$ cat src/design/agp_regs.svh
`ifndef AGP_REGS_SVH
`define AGP_REGS_SVH

// register offsets
`define AGP_ADDR_FUNC01   8'h10
`define AGP_ADDR_FUNC23   8'h11
`define AGP_ADDR_DIR01    8'h12
`define AGP_ADDR_DIR23    8'h13
`define AGP_ADDR_STATE    8'h14
`define AGP_ADDR_PULL     8'h15

// reset values
`define AGP_RST_FUNC01    8'h01
`define AGP_RST_FUNC23    8'h20
`define AGP_RST_DIR01     8'h00
`define AGP_RST_DIR23     8'h00
`define AGP_RST_OUT       4'h0
`define AGP_RST_PULL      8'h00
`define AGP_RD_UNMAPPED   8'h00

// field positions shared by the paired-pin registers
`define AGP_HI_FIELD      6:4
`define AGP_LO_FIELD      2:0
`define AGP_HI_POL        7
`define AGP_LO_POL        3
`define AGP_OUT_FIELD     7:4
`define AGP_IN_FIELD      3:0
`define AGP_PD_FIELD      7:4

// function-select code that hands a pin to this block
`define AGP_FUNC_GPIO     3'h0

// deglitch filter length in clock cycles
`define AGP_DGL_CYCLES    4

`endif

$ cat src/design/agp_pkg.sv
package agp_pkg;

  // direction / input-mode code of one pin
  typedef enum logic [2:0] {
    AGP_DIR_INPUT  = 3'b000,
    AGP_DIR_STICKY = 3'b001,
    AGP_DIR_TOGGLE = 3'b010,
    AGP_DIR_RAW    = 3'b011,
    AGP_DIR_OUTPUT = 3'b100,
    AGP_DIR_OPEN   = 3'b101,
    AGP_DIR_RSV6   = 3'b110,
    AGP_DIR_RSV7   = 3'b111
  } agp_dir_e;

  // everything one pin needs from the register file
  typedef struct packed {
    logic     gpioSel;
    logic     invert;
    agp_dir_e dir;
    logic     outVal;
  } agp_pincfg_s;

endpackage

$ cat src/design/agp_pin.sv
`timescale 1ns/10ps
`include "agp_regs.svh"

module agp_pin #(
  parameter int DGL_CYCLES = `AGP_DGL_CYCLES
) (
  // clock and reset
  input  wire logic                 clk,
  input  wire logic                 nrst,
  // configuration and status
  input  wire agp_pkg::agp_pincfg_s cfg,
  input  wire logic                 readClr,
  output logic                      status,
  // pad
  input  wire logic                 padIn,
  output logic                      padOut,
  output logic                      padOeN
);

  localparam int CW = $clog2(DGL_CYCLES + 1);

  logic          sync0;
  logic          sync1;
  logic          filt;
  logic          filtPrev;
  logic [CW-1:0] cnt;
  logic          next_filt;
  logic [CW-1:0] next_cnt;
  logic          next_status;
  logic          next_padOut;
  logic          next_padOeN;
  logic          raw;
  logic          drv;
  logic          held;

  // polarity applied once, after the synchroniser
  assign raw  = sync1 ^ cfg.invert;
  assign drv  = cfg.outVal ^ cfg.invert;
  assign held = readClr ? 1'b0 : status;

  // level must stay changed for DGL_CYCLES before the filter follows
  always_comb begin
    next_filt = filt;
    next_cnt  = '0;
    if (raw != filt) begin
      if (cnt == CW'(DGL_CYCLES - 1)) begin
        next_filt = raw;
      end else begin
        next_cnt = cnt + CW'(1);
      end
    end
  end

  // status bit per mode; a new event beats a same-cycle read clear
  always_comb begin
    unique case (cfg.dir)
      agp_pkg::AGP_DIR_STICKY: next_status = held | filt;
      agp_pkg::AGP_DIR_TOGGLE: next_status = held | (filt ^ filtPrev);
      agp_pkg::AGP_DIR_RAW:    next_status = raw;
      agp_pkg::AGP_DIR_INPUT,
      agp_pkg::AGP_DIR_OUTPUT,
      agp_pkg::AGP_DIR_OPEN,
      agp_pkg::AGP_DIR_RSV6,
      agp_pkg::AGP_DIR_RSV7:   next_status = filt;
    endcase
  end

  // pad drive; released unless the pin is handed to this block
  always_comb begin
    next_padOut = 1'b0;
    next_padOeN = 1'b1;
    if (cfg.gpioSel) begin
      unique case (cfg.dir)
        agp_pkg::AGP_DIR_OUTPUT: begin
          next_padOut = drv;
          next_padOeN = 1'b0;
        end
        agp_pkg::AGP_DIR_OPEN: begin
          next_padOeN = drv;                                        // only pulls low
        end
        agp_pkg::AGP_DIR_INPUT,
        agp_pkg::AGP_DIR_STICKY,
        agp_pkg::AGP_DIR_TOGGLE,
        agp_pkg::AGP_DIR_RAW,
        agp_pkg::AGP_DIR_RSV6,
        agp_pkg::AGP_DIR_RSV7: begin
          next_padOeN = 1'b1;
        end
      endcase
    end
  end

  // synchroniser, filter and outputs
  always_ff @(posedge clk or negedge nrst) begin
    if (!nrst) begin
      sync0    <= 1'b0;
      sync1    <= 1'b0;
      filt     <= 1'b0;
      filtPrev <= 1'b0;
      cnt      <= '0;
      status   <= 1'b0;
      padOut   <= 1'b0;
      padOeN   <= 1'b1;
    end else begin
      sync0    <= padIn;
      sync1    <= sync0;
      filt     <= next_filt;
      filtPrev <= filt;
      cnt      <= next_cnt;
      status   <= next_status;
      padOut   <= next_padOut;
      padOeN   <= next_padOeN;
    end
  end

endmodule

$ cat src/design/agp_gpio.sv
//Contract
//- pin3 mode in 0x13 bits 6-4, pin2 in bits 2-0; reset to input.
//- code 000 is deglitched input; code 011 reports the raw level.
//- code 001 is input with a sticky status bit holding an event.
//- 010 toggle detect, 100 driven output, 101 open drain; 110/111 reserved.
//- 0x14 bits 7-4 are output values for pins 3-0, reset zero.
//- 0x14 bits 3-0 return input level or sticky or toggle status, reset zero.
//- reading 0x14 clears every sticky status flag it reports; a flag whose event is still present in the read cycle stays set.
//- 0x15 bits 7-4: 0 keeps pin pull-down on, 1 turns it off.
//- a pin is general purpose only when its function select is 000.
//- each pin has a polarity bit; 1 inverts the signal.
//- pins 0 and 1 modes sit at 0x12 with the same encoding.
`timescale 1ns/10ps
`include "agp_regs.svh"

module agp_gpio #(
  parameter int NPINS      = 4,
  parameter int DGL_CYCLES = `AGP_DGL_CYCLES
) (
  // clock and reset
  input  wire logic             clk,
  input  wire logic             nrst,
  // register access from the control port
  input  wire logic [7:0]       regAddr,
  input  wire logic [7:0]       regWrData,
  input  wire logic             regWrEn,
  input  wire logic             regRdEn,
  output logic      [7:0]       regRdData,
  output logic                  regRdAck,
  // pads
  input  wire logic [NPINS-1:0] padIn,
  output logic      [NPINS-1:0] padOut,
  output logic      [NPINS-1:0] padOeN,
  output logic      [NPINS-1:0] pinPulldownOff,
  // function select handed to the pin mux
  output logic      [2:0]       pinFunctionSelect [NPINS]
);

  // register storage
  logic [7:0] funcReg01;
  logic [7:0] funcReg23;
  logic [7:0] dirReg01;
  logic [7:0] dirReg23;
  logic [3:0] outReg;
  logic [7:0] pullReg;
  logic [7:0] next_funcReg01;
  logic [7:0] next_funcReg23;
  logic [7:0] next_dirReg01;
  logic [7:0] next_dirReg23;
  logic [3:0] next_outReg;
  logic [7:0] next_pullReg;

  // read side
  logic [7:0]       next_regRdData;
  logic             next_regRdAck;
  logic             readClr;
  logic [NPINS-1:0] pinStatus;

  // register writes; reserved bits are stored as written, never steer logic
  always_comb begin
    next_funcReg01 = funcReg01;
    next_funcReg23 = funcReg23;
    next_dirReg01  = dirReg01;
    next_dirReg23  = dirReg23;
    next_outReg    = outReg;
    next_pullReg   = pullReg;
    if (regWrEn) begin
      unique case (regAddr)
        `AGP_ADDR_FUNC01: next_funcReg01 = regWrData;
        `AGP_ADDR_FUNC23: next_funcReg23 = regWrData;
        `AGP_ADDR_DIR01:  next_dirReg01  = regWrData;
        `AGP_ADDR_DIR23:  next_dirReg23  = regWrData;
        `AGP_ADDR_STATE:  next_outReg    = regWrData[`AGP_OUT_FIELD]; // status is read only
        `AGP_ADDR_PULL:   next_pullReg   = regWrData;
        default:          next_outReg    = outReg;                    // unmapped writes dropped
      endcase
    end
  end

  always_ff @(posedge clk or negedge nrst) begin
    if (!nrst) begin
      funcReg01 <= `AGP_RST_FUNC01;
      funcReg23 <= `AGP_RST_FUNC23;
      dirReg01  <= `AGP_RST_DIR01;
      dirReg23  <= `AGP_RST_DIR23;
      outReg    <= `AGP_RST_OUT;
      pullReg   <= `AGP_RST_PULL;
    end else begin
      funcReg01 <= next_funcReg01;
      funcReg23 <= next_funcReg23;
      dirReg01  <= next_dirReg01;
      dirReg23  <= next_dirReg23;
      outReg    <= next_outReg;
      pullReg   <= next_pullReg;
    end
  end

  // a read of the state register acknowledges captured events
  assign readClr = regRdEn && (regAddr == `AGP_ADDR_STATE);

  // read data is registered: the status is sampled on the same edge that clears it,
  // so the value returned is the one being acknowledged
  always_comb begin
    next_regRdData = regRdData;
    next_regRdAck  = regRdEn;
    if (regRdEn) begin
      unique case (regAddr)
        `AGP_ADDR_FUNC01: next_regRdData = funcReg01;
        `AGP_ADDR_FUNC23: next_regRdData = funcReg23;
        `AGP_ADDR_DIR01:  next_regRdData = dirReg01;
        `AGP_ADDR_DIR23:  next_regRdData = dirReg23;
        `AGP_ADDR_STATE:  next_regRdData = {outReg, pinStatus[3:0]};
        `AGP_ADDR_PULL:   next_regRdData = pullReg;
        default:          next_regRdData = `AGP_RD_UNMAPPED;
      endcase
    end
  end

  always_ff @(posedge clk or negedge nrst) begin
    if (!nrst) begin
      regRdData <= `AGP_RD_UNMAPPED;
      regRdAck  <= 1'b0;
    end else begin
      regRdData <= next_regRdData;
      regRdAck  <= next_regRdAck;
    end
  end

  // pull-down control comes straight from the register bits
  assign pinPulldownOff = pullReg[`AGP_PD_FIELD];

  // per-pin slices: even pins use the low field, odd pins the high field
  for (genvar i = 0; i < NPINS; i++) begin : g_pin
    agp_pkg::agp_pincfg_s cfg;
    logic [7:0]           funcSrc;
    logic [7:0]           dirSrc;
    logic [2:0]           funcField;
    logic [2:0]           dirField;
    logic                 polBit;

    assign funcSrc = (i < 2) ? funcReg01 : funcReg23;
    assign dirSrc  = (i < 2) ? dirReg01 : dirReg23;

    if (i % 2 == 0) begin : g_lo
      assign funcField = funcSrc[`AGP_LO_FIELD];
      assign dirField  = dirSrc[`AGP_LO_FIELD];
      assign polBit    = funcSrc[`AGP_LO_POL];
    end else begin : g_hi
      assign funcField = funcSrc[`AGP_HI_FIELD];
      assign dirField  = dirSrc[`AGP_HI_FIELD];
      assign polBit    = funcSrc[`AGP_HI_POL];
    end

    assign cfg.gpioSel = (funcField == `AGP_FUNC_GPIO);
    assign cfg.invert  = polBit;
    assign cfg.dir     = agp_pkg::agp_dir_e'(dirField);
    assign cfg.outVal  = outReg[i];
    assign pinFunctionSelect[i] = funcField;

    agp_pin #(
      .DGL_CYCLES (DGL_CYCLES)
    ) u_pin (
      .clk     (clk),
      .nrst    (nrst),
      .cfg     (cfg),
      .readClr (readClr),
      .status  (pinStatus[i]),
      .padIn   (padIn[i]),
      .padOut  (padOut[i]),
      .padOeN  (padOeN[i])
    );
  end

endmodule

$ cat config.mk
export PLATFORM = sky130hd
export DESIGN_NAME = agp_gpio
export DESIGN_NICKNAME = d
export VERILOG_FILES = /design/src/design/agp_pkg.sv /design/src/design/agp_pin.sv /design/src/design/agp_gpio.sv
export VERILOG_INCLUDE_DIRS = /design/src /design/src/design
export SDC_FILE = /design/constraint.sdc
export NUM_CORES = 1
export LEC_CHECK = 0
export BUFFER_PORTS_ARGS = -buffer_cell sky130_fd_sc_hd__buf_2
export CAP_MARGIN = 25
export CORE_MARGIN = 4
export CORE_UTILIZATION = 40
export CTS_BUF_LIST = sky130_fd_sc_hd__clkbuf_16
export CTS_CLUSTER_SIZE = 40
export DETAILED_ROUTE_END_ITERATION = 6
export PLACE_DENSITY_LB_ADDON = 0.05
export SETUP_SLACK_MARGIN = 0.4
export SLEW_MARGIN = 20
export SYNTH_ARGS = -nofsm -noshare
export SYNTH_HDL_FRONTEND = slang
export SYNTH_SLANG_ARGS = --single-unit
$ cat constraint.sdc
create_clock -name clk -period 1.3 [get_ports clk]
set_input_delay 0.13 -clock clk [delete_from_list [all_inputs] [get_ports clk]]
set_output_delay 0.13 -clock clk [all_outputs]
set_load 0.03 [all_outputs]
==> qor.yml, run 1 <==
yosys:
  synth_xor_area_share_pct: 3.24
  syn_area_sq_um: 4330
  synthAdderAreaFrac_pct: 1.16
  syn-mean-instance-area_sq_um: 13.0
  syn_nets: 361
  synth-compound-area-share_pct: 6.42
  synth_edf_count: 0
  synth.ff_latch_count: 93
  synthFlopType: "dfrtp_1"
  synth_top_family_by_area: "multiplexers"
  synth.area.mux_share_pct: 17.0
  yosys_warnings: 0
  yosysMostFrequentCell: "dfrtp_1"
  synth-async-reset-ratio_pct: 100
  yosysSeqAreaShare_pct: 54.0
  syn_inst: 333
  yosys-top-cells-area: "dfrtp_1 (50%), mux2_2 (11%), mux2i_1 (5.6%)"
  yosysTopAreaCell: "dfrtp_1"
  yosysUniqueCellTypes: 38
  synthTopCellsByCount: "dfrtp_1 (87), mux2_2 (44), buf_4 (24), mux2i_1 (24), nor3b_1 (19)"
  yosys.area_share.simple_pct: 12.7
  synth_top_cell_area_share_pct: 50.3
flow_run:
  max_cap_violations: 0
final_layout:
  fin_nets: 457
  final_layout_size_suffix_gt1_share_pct: 58.8
  layout.cells.non_filler: 570
  area_growth_pct: 41.9
  antenna_cells: 0
sta:
  tightest_slew_ns: 0.265
  fin_crit_ns: 1.19
  hold_violations: 0
  setup_tns_ns: 0
  layout_setup_ws_ns: 0.107
  fmax_mhz: 838
  rsz0062_at_grt: "true"
  setup_viol: 0
  final_max_slew_viol_count: 0
  slew_headroom_pct: 81.8
  finalCritPeriodShare_pct: 91.8
  skew_ns: 0.0102
place:
  place_ws_ns: -0.228
  dp_hpwl_microns: 7170
  placed_cells: 520
  portBuffers: 56
  place_congestion: 0.783
setup_path:
  crit_path_end_kind: "flip-flop"
  crit_type: "reg -> reg"
  crit_required_ns: 1.55
  cp.arrival_ns: 1.45
  worstPathMaxFanout: 3
  cp-start-kind: "flip-flop"
grt:
  grt_antenna_before_repair: 0
  grt_pass1_wl_microns: 16800
  grt_max_degree: 31
  grt_pass1_vias: 3062
  grt_overflow: 0
  grt_usage_pct: 17.0
route:
  firstDrtPassIters: 4
  wl_microns: 10300
  num_vias: 2903
  route.detailed.drc: 0
  drtAntennaViolNets: 0
  drt-initial-drc-count: 84
  wl_per_cell_microns: 18.1
  routed_via_density: 5.09
power:
  switchingPower_mw: 2.16
  seqPwrFrac_pct: 47.2
  comb_power_share_pct: 18.4
  switching_share_pct: 28.0
  p_per_area_nw_per_um2: 1260
  peakVddDrop_v: 0.000942
  p_leak_nw: 2.79
  clkPwrFrac_pct: 34.4
  p_int_mw: 5.55
cts:
  clk_latency_ns: 0.35
  path_clk_slew_ns: 0.07
  clock-sinks: 93
  cts.path.max_buffers: 2
  cts_buffers: 9
  cts_tree: "built"
  cts_root_buf: "clkbuf_16"
  htree_levels: 3
floorplan:
  core_area_sq_um: 10400
  rows: 37
  die_w_microns: 112
  die_y_microns: 112
  die_area_sq_um: 12500
  io_pins: 57
  start_util_pct: 41.5
hold_path:
  hold_path.class: "in -> reg"
run_status:
  status: "completed"
## state kept, by name, summed over array words and instances, names as in the netlist
register / cells
outReg: 4
dirReg23: 8
g_pin.u_pin.cnt: 12
funcReg23: 8
pullReg: 8
g_pin.u_pin.status: 4
g_pin.u_pin.sync1: 4
g_pin.u_pin.padOut: 4
regRdData: 8
funcReg01: 8
g_pin.u_pin.sync0: 4
g_pin.u_pin.padOeN: 4
regRdAck: 1
g_pin.u_pin.filtPrev: 4
dirReg01: 8
g_pin.u_pin.filt: 4
## power groups by stage
| stage | clock, mW | sequential [mW] | combinational [mW] |
|---|---|---|---|
| after floorplan | 0 | 3.49 | 0.759 |
| after global placement | 0 | 3.60 | 1.01 |
| after detailed placement | 0 | 3.61 | 1.03 |
| after CTS | 2.74 | 3.59 | 1.27 |
| after global routing | 2.84 | 3.70 | 1.56 |
| final | 2.65 | 3.64 | 1.42 |
## area by class of cell
type	instances	area, sq um
fillers	862	4280
flip-flops and latches	93	2360
multi-input cells	202	2180
repair buffers	122	1120
clock buffers	9	225
well taps	136	170
clock inverters	7	73.8
inverters	1	3.75
## metrics by stage
step / power, mW / area, sq um / hold slack, ns / utilization (%)
6_report: 7.71 / 6140 / 0.0835 / 58.9
5_1_grt: 8.10 / 6140 / 0.0991 / 58.9
4_1_cts: 7.60 / 5900 / 0.0704 / 56.6
3_5_place_dp: 4.63 / 4910 / 0.0606 / 47.1
3_3_place_gp: 4.61 / 4910 / 0.0613 / 47.1
2_1_floorplan: 4.25 / 4390 / -0.166 / -
## placed cells by master, fill, tap and decap left out, types with 5 or more instances in the layout
cell type	instances
dfrtp_1	68
buf_6	49
buf_4	43
mux2_2	23
mux2i_1	22
mux2_4	21
buf_2	20
dfrtp_2	19
nand2_1	13
nor3b_2	10
nor3b_1	9
nand2b_1	9
clkbuf_16	9
o22a_1	8
o221ai_2	7
dfstp_2	6
dlygate4sd3_1	5
buf_12	5
## worst max-delay path, cell delays in order (launching register included)
cell and delay [ns]:
dfrtp_1 0.42, xnor2_2 0.16, buf_4 0.16, xor2_4 0.15, nor3b_1 0.20
## path summary, 6_finish.rpt
check	startpoint	end	slack, ns	cells past startpoint
hold reg to reg	g_pin[2].u_pin.sync0	g_pin[2].u_pin.sync1	0.35	0
hold / removal	regRdEn	regRdAck	0.08	2
setup reg to reg	funcReg01[7]	g_pin[1].u_pin.cnt[2]	0.11	4
max in group asynchronous	nrst	g_pin[2].u_pin.padOeN	0.58	3
min in group asynchronous	nrst	g_pin[0].u_pin.sync1	0.21	2
setup / recovery	funcReg01[7]	g_pin[1].u_pin.cnt[2]	0.11	4
## routing by layer
| layer | part of all wire (%) | global-route usage [%] | vias up |
|---|---|---|---|
| met5 | 0 | 0 | - |
| met4 | 1.4 | 5.53 | 0 |
| met3 | 3.1 | 4.08 | 11 |
| met2 | 49 | 26.9 | 40 |
| met1 | 47 | 23.1 | 1478 |
| li1 | - | - | 1374 |
## cells by family after synthesis
family          count (synthesis)
compound gates                 36
fa+ha+maj                       4
flops                          93
simple gates                   78
xor+xnor                       16
buf+inv                        38
mux                            68
## what timing repair did
item,in CTS,in global routing
gates cloned,0,0
setup endpoints to repair,113,114
hold buffers,5,0
setup buffers,20,9
gates resized for setup,133,37
pin swaps,26,18
endpoints found under the hold margin,25,0
Power figures use the tool's default switching activity.
==> inputs of run 2 (changes only) <==
Clock period 1.3 ns to 1.4 ns, I/O delays scaled along.
==> run 2 against run 1 <==
  * Register-to-register slack improved by 0.13 ns
  * Via count down 1.3%
  * Final cell count decreased by 1.9%
  * Core utilization is 1.4 points lower
  * First-iteration DRC count rose by 27%
  * Critical path type is now in -> reg
  * Sequential share of layout area rose by 0.96 points
  * Non-clock buffer count fell by 10
  * Combinational power decreased by 15%
  * Hold slack worse by 0.054 ns
  * Sequential power down 8.2%
  * Sequential cell count unchanged
==> qor.yml, run 2 (synthesis gave the netlist of run 1 again) <==
setup_path:
  cp.arrival_ns: 1.45  # about the same
  slowest_delay_ns: 0.30  # -0.12 ns
  r2r-start: "funcReg01[3]"
  crit_slowest_cell: "nor4b_4"
  crit_required_ns: 1.62  # +0.07 ns
  critPathTopFamily: "simple AND/OR/NAND/NOR gates"
  timing.critical_path.cells: "buf_6, nor4b_4, buf_6, nand4b_1, buf_4, a221o_1"
  startpoint: "regAddr[7]"
  cpMostUsedCell: "buf_6"
  crit_type: "in -> reg"
  crit_path_end_kind: "flip-flop"
  cp-start-kind: "input port"
  rrSetupSlack_ns: 0.24  # +0.13 ns
  crit_buf_inv: 3  # +2
  r2r_cells: 3  # -1
  worstPathMaxFanout: 7  # +4
  r2r_end: "regRdData[3]"
place:
  placedInstanceArea_sq_um: 4870  # -0.87%
  place_congestion: 0.783  # about the same
  portBuffers: 56  # unchanged
  place_ws_ns: -0.194  # +0.0344 ns
  dp_hpwl_microns: 7020  # -2.0%
sta:
  fin_crit_ns: 1.22
  finalCritPeriodShare_pct: 87.4
  slew_headroom_pct: 72.1  # -9.7 points
  hold_slack_ns: 0.0291  # -0.0544 ns
  rsz0062_at_grt: "true"
  hold_violations: 0  # unchanged
  tightest_slew_ns: 0.419  # +0.154 ns
  setup_viol: 0  # unchanged
  layout_setup_ws_ns: 0.177  # +0.0701 ns
  final_max_slew_viol_count: 0  # unchanged
  skew_ns: 0.00595  # -0.00424 ns
  fmax_mhz: 817
hold_path:
  hold_end: "regRdAck"
  hp-start: "regRdEn"
  hold_path.class: "in -> reg"
  holdPathStages: 1  # -1
floorplan:
  start_util_pct: 41.5  # unchanged
  die_area_sq_um: 12500  # unchanged
  core_area_sq_um: 10400  # unchanged
  die_w_microns: 112  # unchanged
  rows: 37  # unchanged
  io_pins: 57  # unchanged
  die_y_microns: 112  # unchanged
final_layout:
  fin_nets: 447  # -2.2%
  nFillCells: 873  # +1.3%
  antenna_cells: 0  # unchanged
  finish.instance_area_sq_um: 5990  # -2.4%
  final_layout_size_suffix_gt1_share_pct: 55.6  # -3.2 points
  largest_register: "g_pin.u_pin.cnt"
  largest_reg_flops: 12  # unchanged
  final_cell_mix: "dfrtp_1 (67), buf_6 (51), buf_4 (32)"
  area_growth_pct: 38.5
  mostFrequentLayoutCell: "dfrtp_1"
  final_core_util_pct: 57.5  # -1.4 points
power:
  p_leak_nw: 2.71  # -2.8%
  power_mw: 6.64  # -14%
  switching_share_pct: 27.3  # -0.65 points
  peakVddDrop_v: 0.000947  # +0.59%
  comb_power_share_pct: 18.0  # -0.4 points
  switchingPower_mw: 1.81  # -16%
  seqPwrFrac_pct: 50.3  # +3.1 points
  clkPwrFrac_pct: 31.7  # -2.7 points
  p_int_mw: 4.83  # -13%
  p_per_area_nw_per_um2: 1110  # -12%
route:
  drt-initial-drc-count: 107  # +27%
  wl_microns: 10300  # about the same
  drtAntennaViolNets: 0  # unchanged
  routed_via_density: 5.13  # +0.67%
  firstDrtPassIters: 4  # unchanged
  num_vias: 2866  # -1.3%
  wl_per_cell_microns: 18.5  # +1.9%
  route.detailed.drc: 0  # unchanged
cts:
  clk_latency_ns: 0.34  # about the same
  cts_buffers: 9  # unchanged
  htree_levels: 3  # unchanged
  cts_root_buf: "clkbuf_16"
  path_clk_slew_ns: 0.06  # about the same
  cts_tree: "built"
  clock-sinks: 93  # unchanged
  cts.path.max_buffers: 2  # unchanged
grt:
  grt_antenna_before_repair: 0  # unchanged
  grt_pass1_vias: 3072  # +0.33%
  grt_usage_pct: 17.5  # +0.51 points
  grt_pass1_wl_microns: 17000  # +1.3%
  grt_max_degree: 36  # +16%
  grt_overflow: 0  # unchanged
run_status:
  status: "completed"
flow_run:
  max_cap_violations: 0  # unchanged
run 2: final cells by class:
class / count / area [sq um] / share of cell area (%)
Multi-Input combinational cell: 202 / 2170 / 36.1
Sequential cell: 93 / 2360 / 39.4
Tap cell: 136 / 170 / 2.84
Timing Repair Buffer: 112 / 1040 / 17.4
Clock buffer: 9 / 225 / 3.76
Clock inverter: 6 / 23.8 / 0.397
Inverter: 1 / 3.75 / 0.0626
run 2: layer usage:
metal | global-route usage (%) | share of wire, %
met1 | 24.6 | 47
met2 | 27.0 | 47
met3 | 3.42 | 3.4
met4 | 6.25 | 1.7
met5 | 0 | 0
run 2: power by group through the flow:
stage,Sequential (mW),Clock [mW],Combinational (mW)
after floorplan,3.24,0,0.703
after global placement,3.33,0,0.917
after detailed placement,3.35,0,0.944
after CTS,3.33,2.20,1.10
after global routing,3.39,2.31,1.33
final,3.34,2.10,1.20
run 2: worst register-to-register path, cell delays in order (launching register included):
cell,delay [ns]
dfrtp_2,0.44
mux2i_2,0.25
o22a_1,0.22
o221ai_4,0.12
run 2: through the flow:
stage | instances | TNS [ns]
6_report | 559 | 0
5_1_grt | 559 | 0
4_1_cts | 552 | 0
3_5_place_dp | 516 | -4.61
3_3_place_gp | 516 | -2.32
2_1_floorplan | 333 | -0.611
run 2: repair_timing:
action                                  in CTS  in global routing
setup buffers                               16                  7
pin swaps                                   21                 10
resized for setup                          134                 32
endpoints found under the setup margin     109                112
hold endpoints to repair                    27                  0
hold buffers                                 5                  0
run 2: how the worst max path moves through the flow:
| stage | end | slack (ns) | cells after the start |
|---|---|---|---|
| finish | g_pin[1].u_pin.status | 0.18 | 6 |
| global route | g_pin[1].u_pin.status | 0.13 | 3 |
| global placement | g_pin[3].u_pin.status | -0.14 | 6 |
| CTS | pinFunctionSelect[9] | 0.20 | 1 |
| detailed placement | pullReg[7] | -0.19 | 6 |
| floorplan | pullReg[0] | -0.08 | 3 |
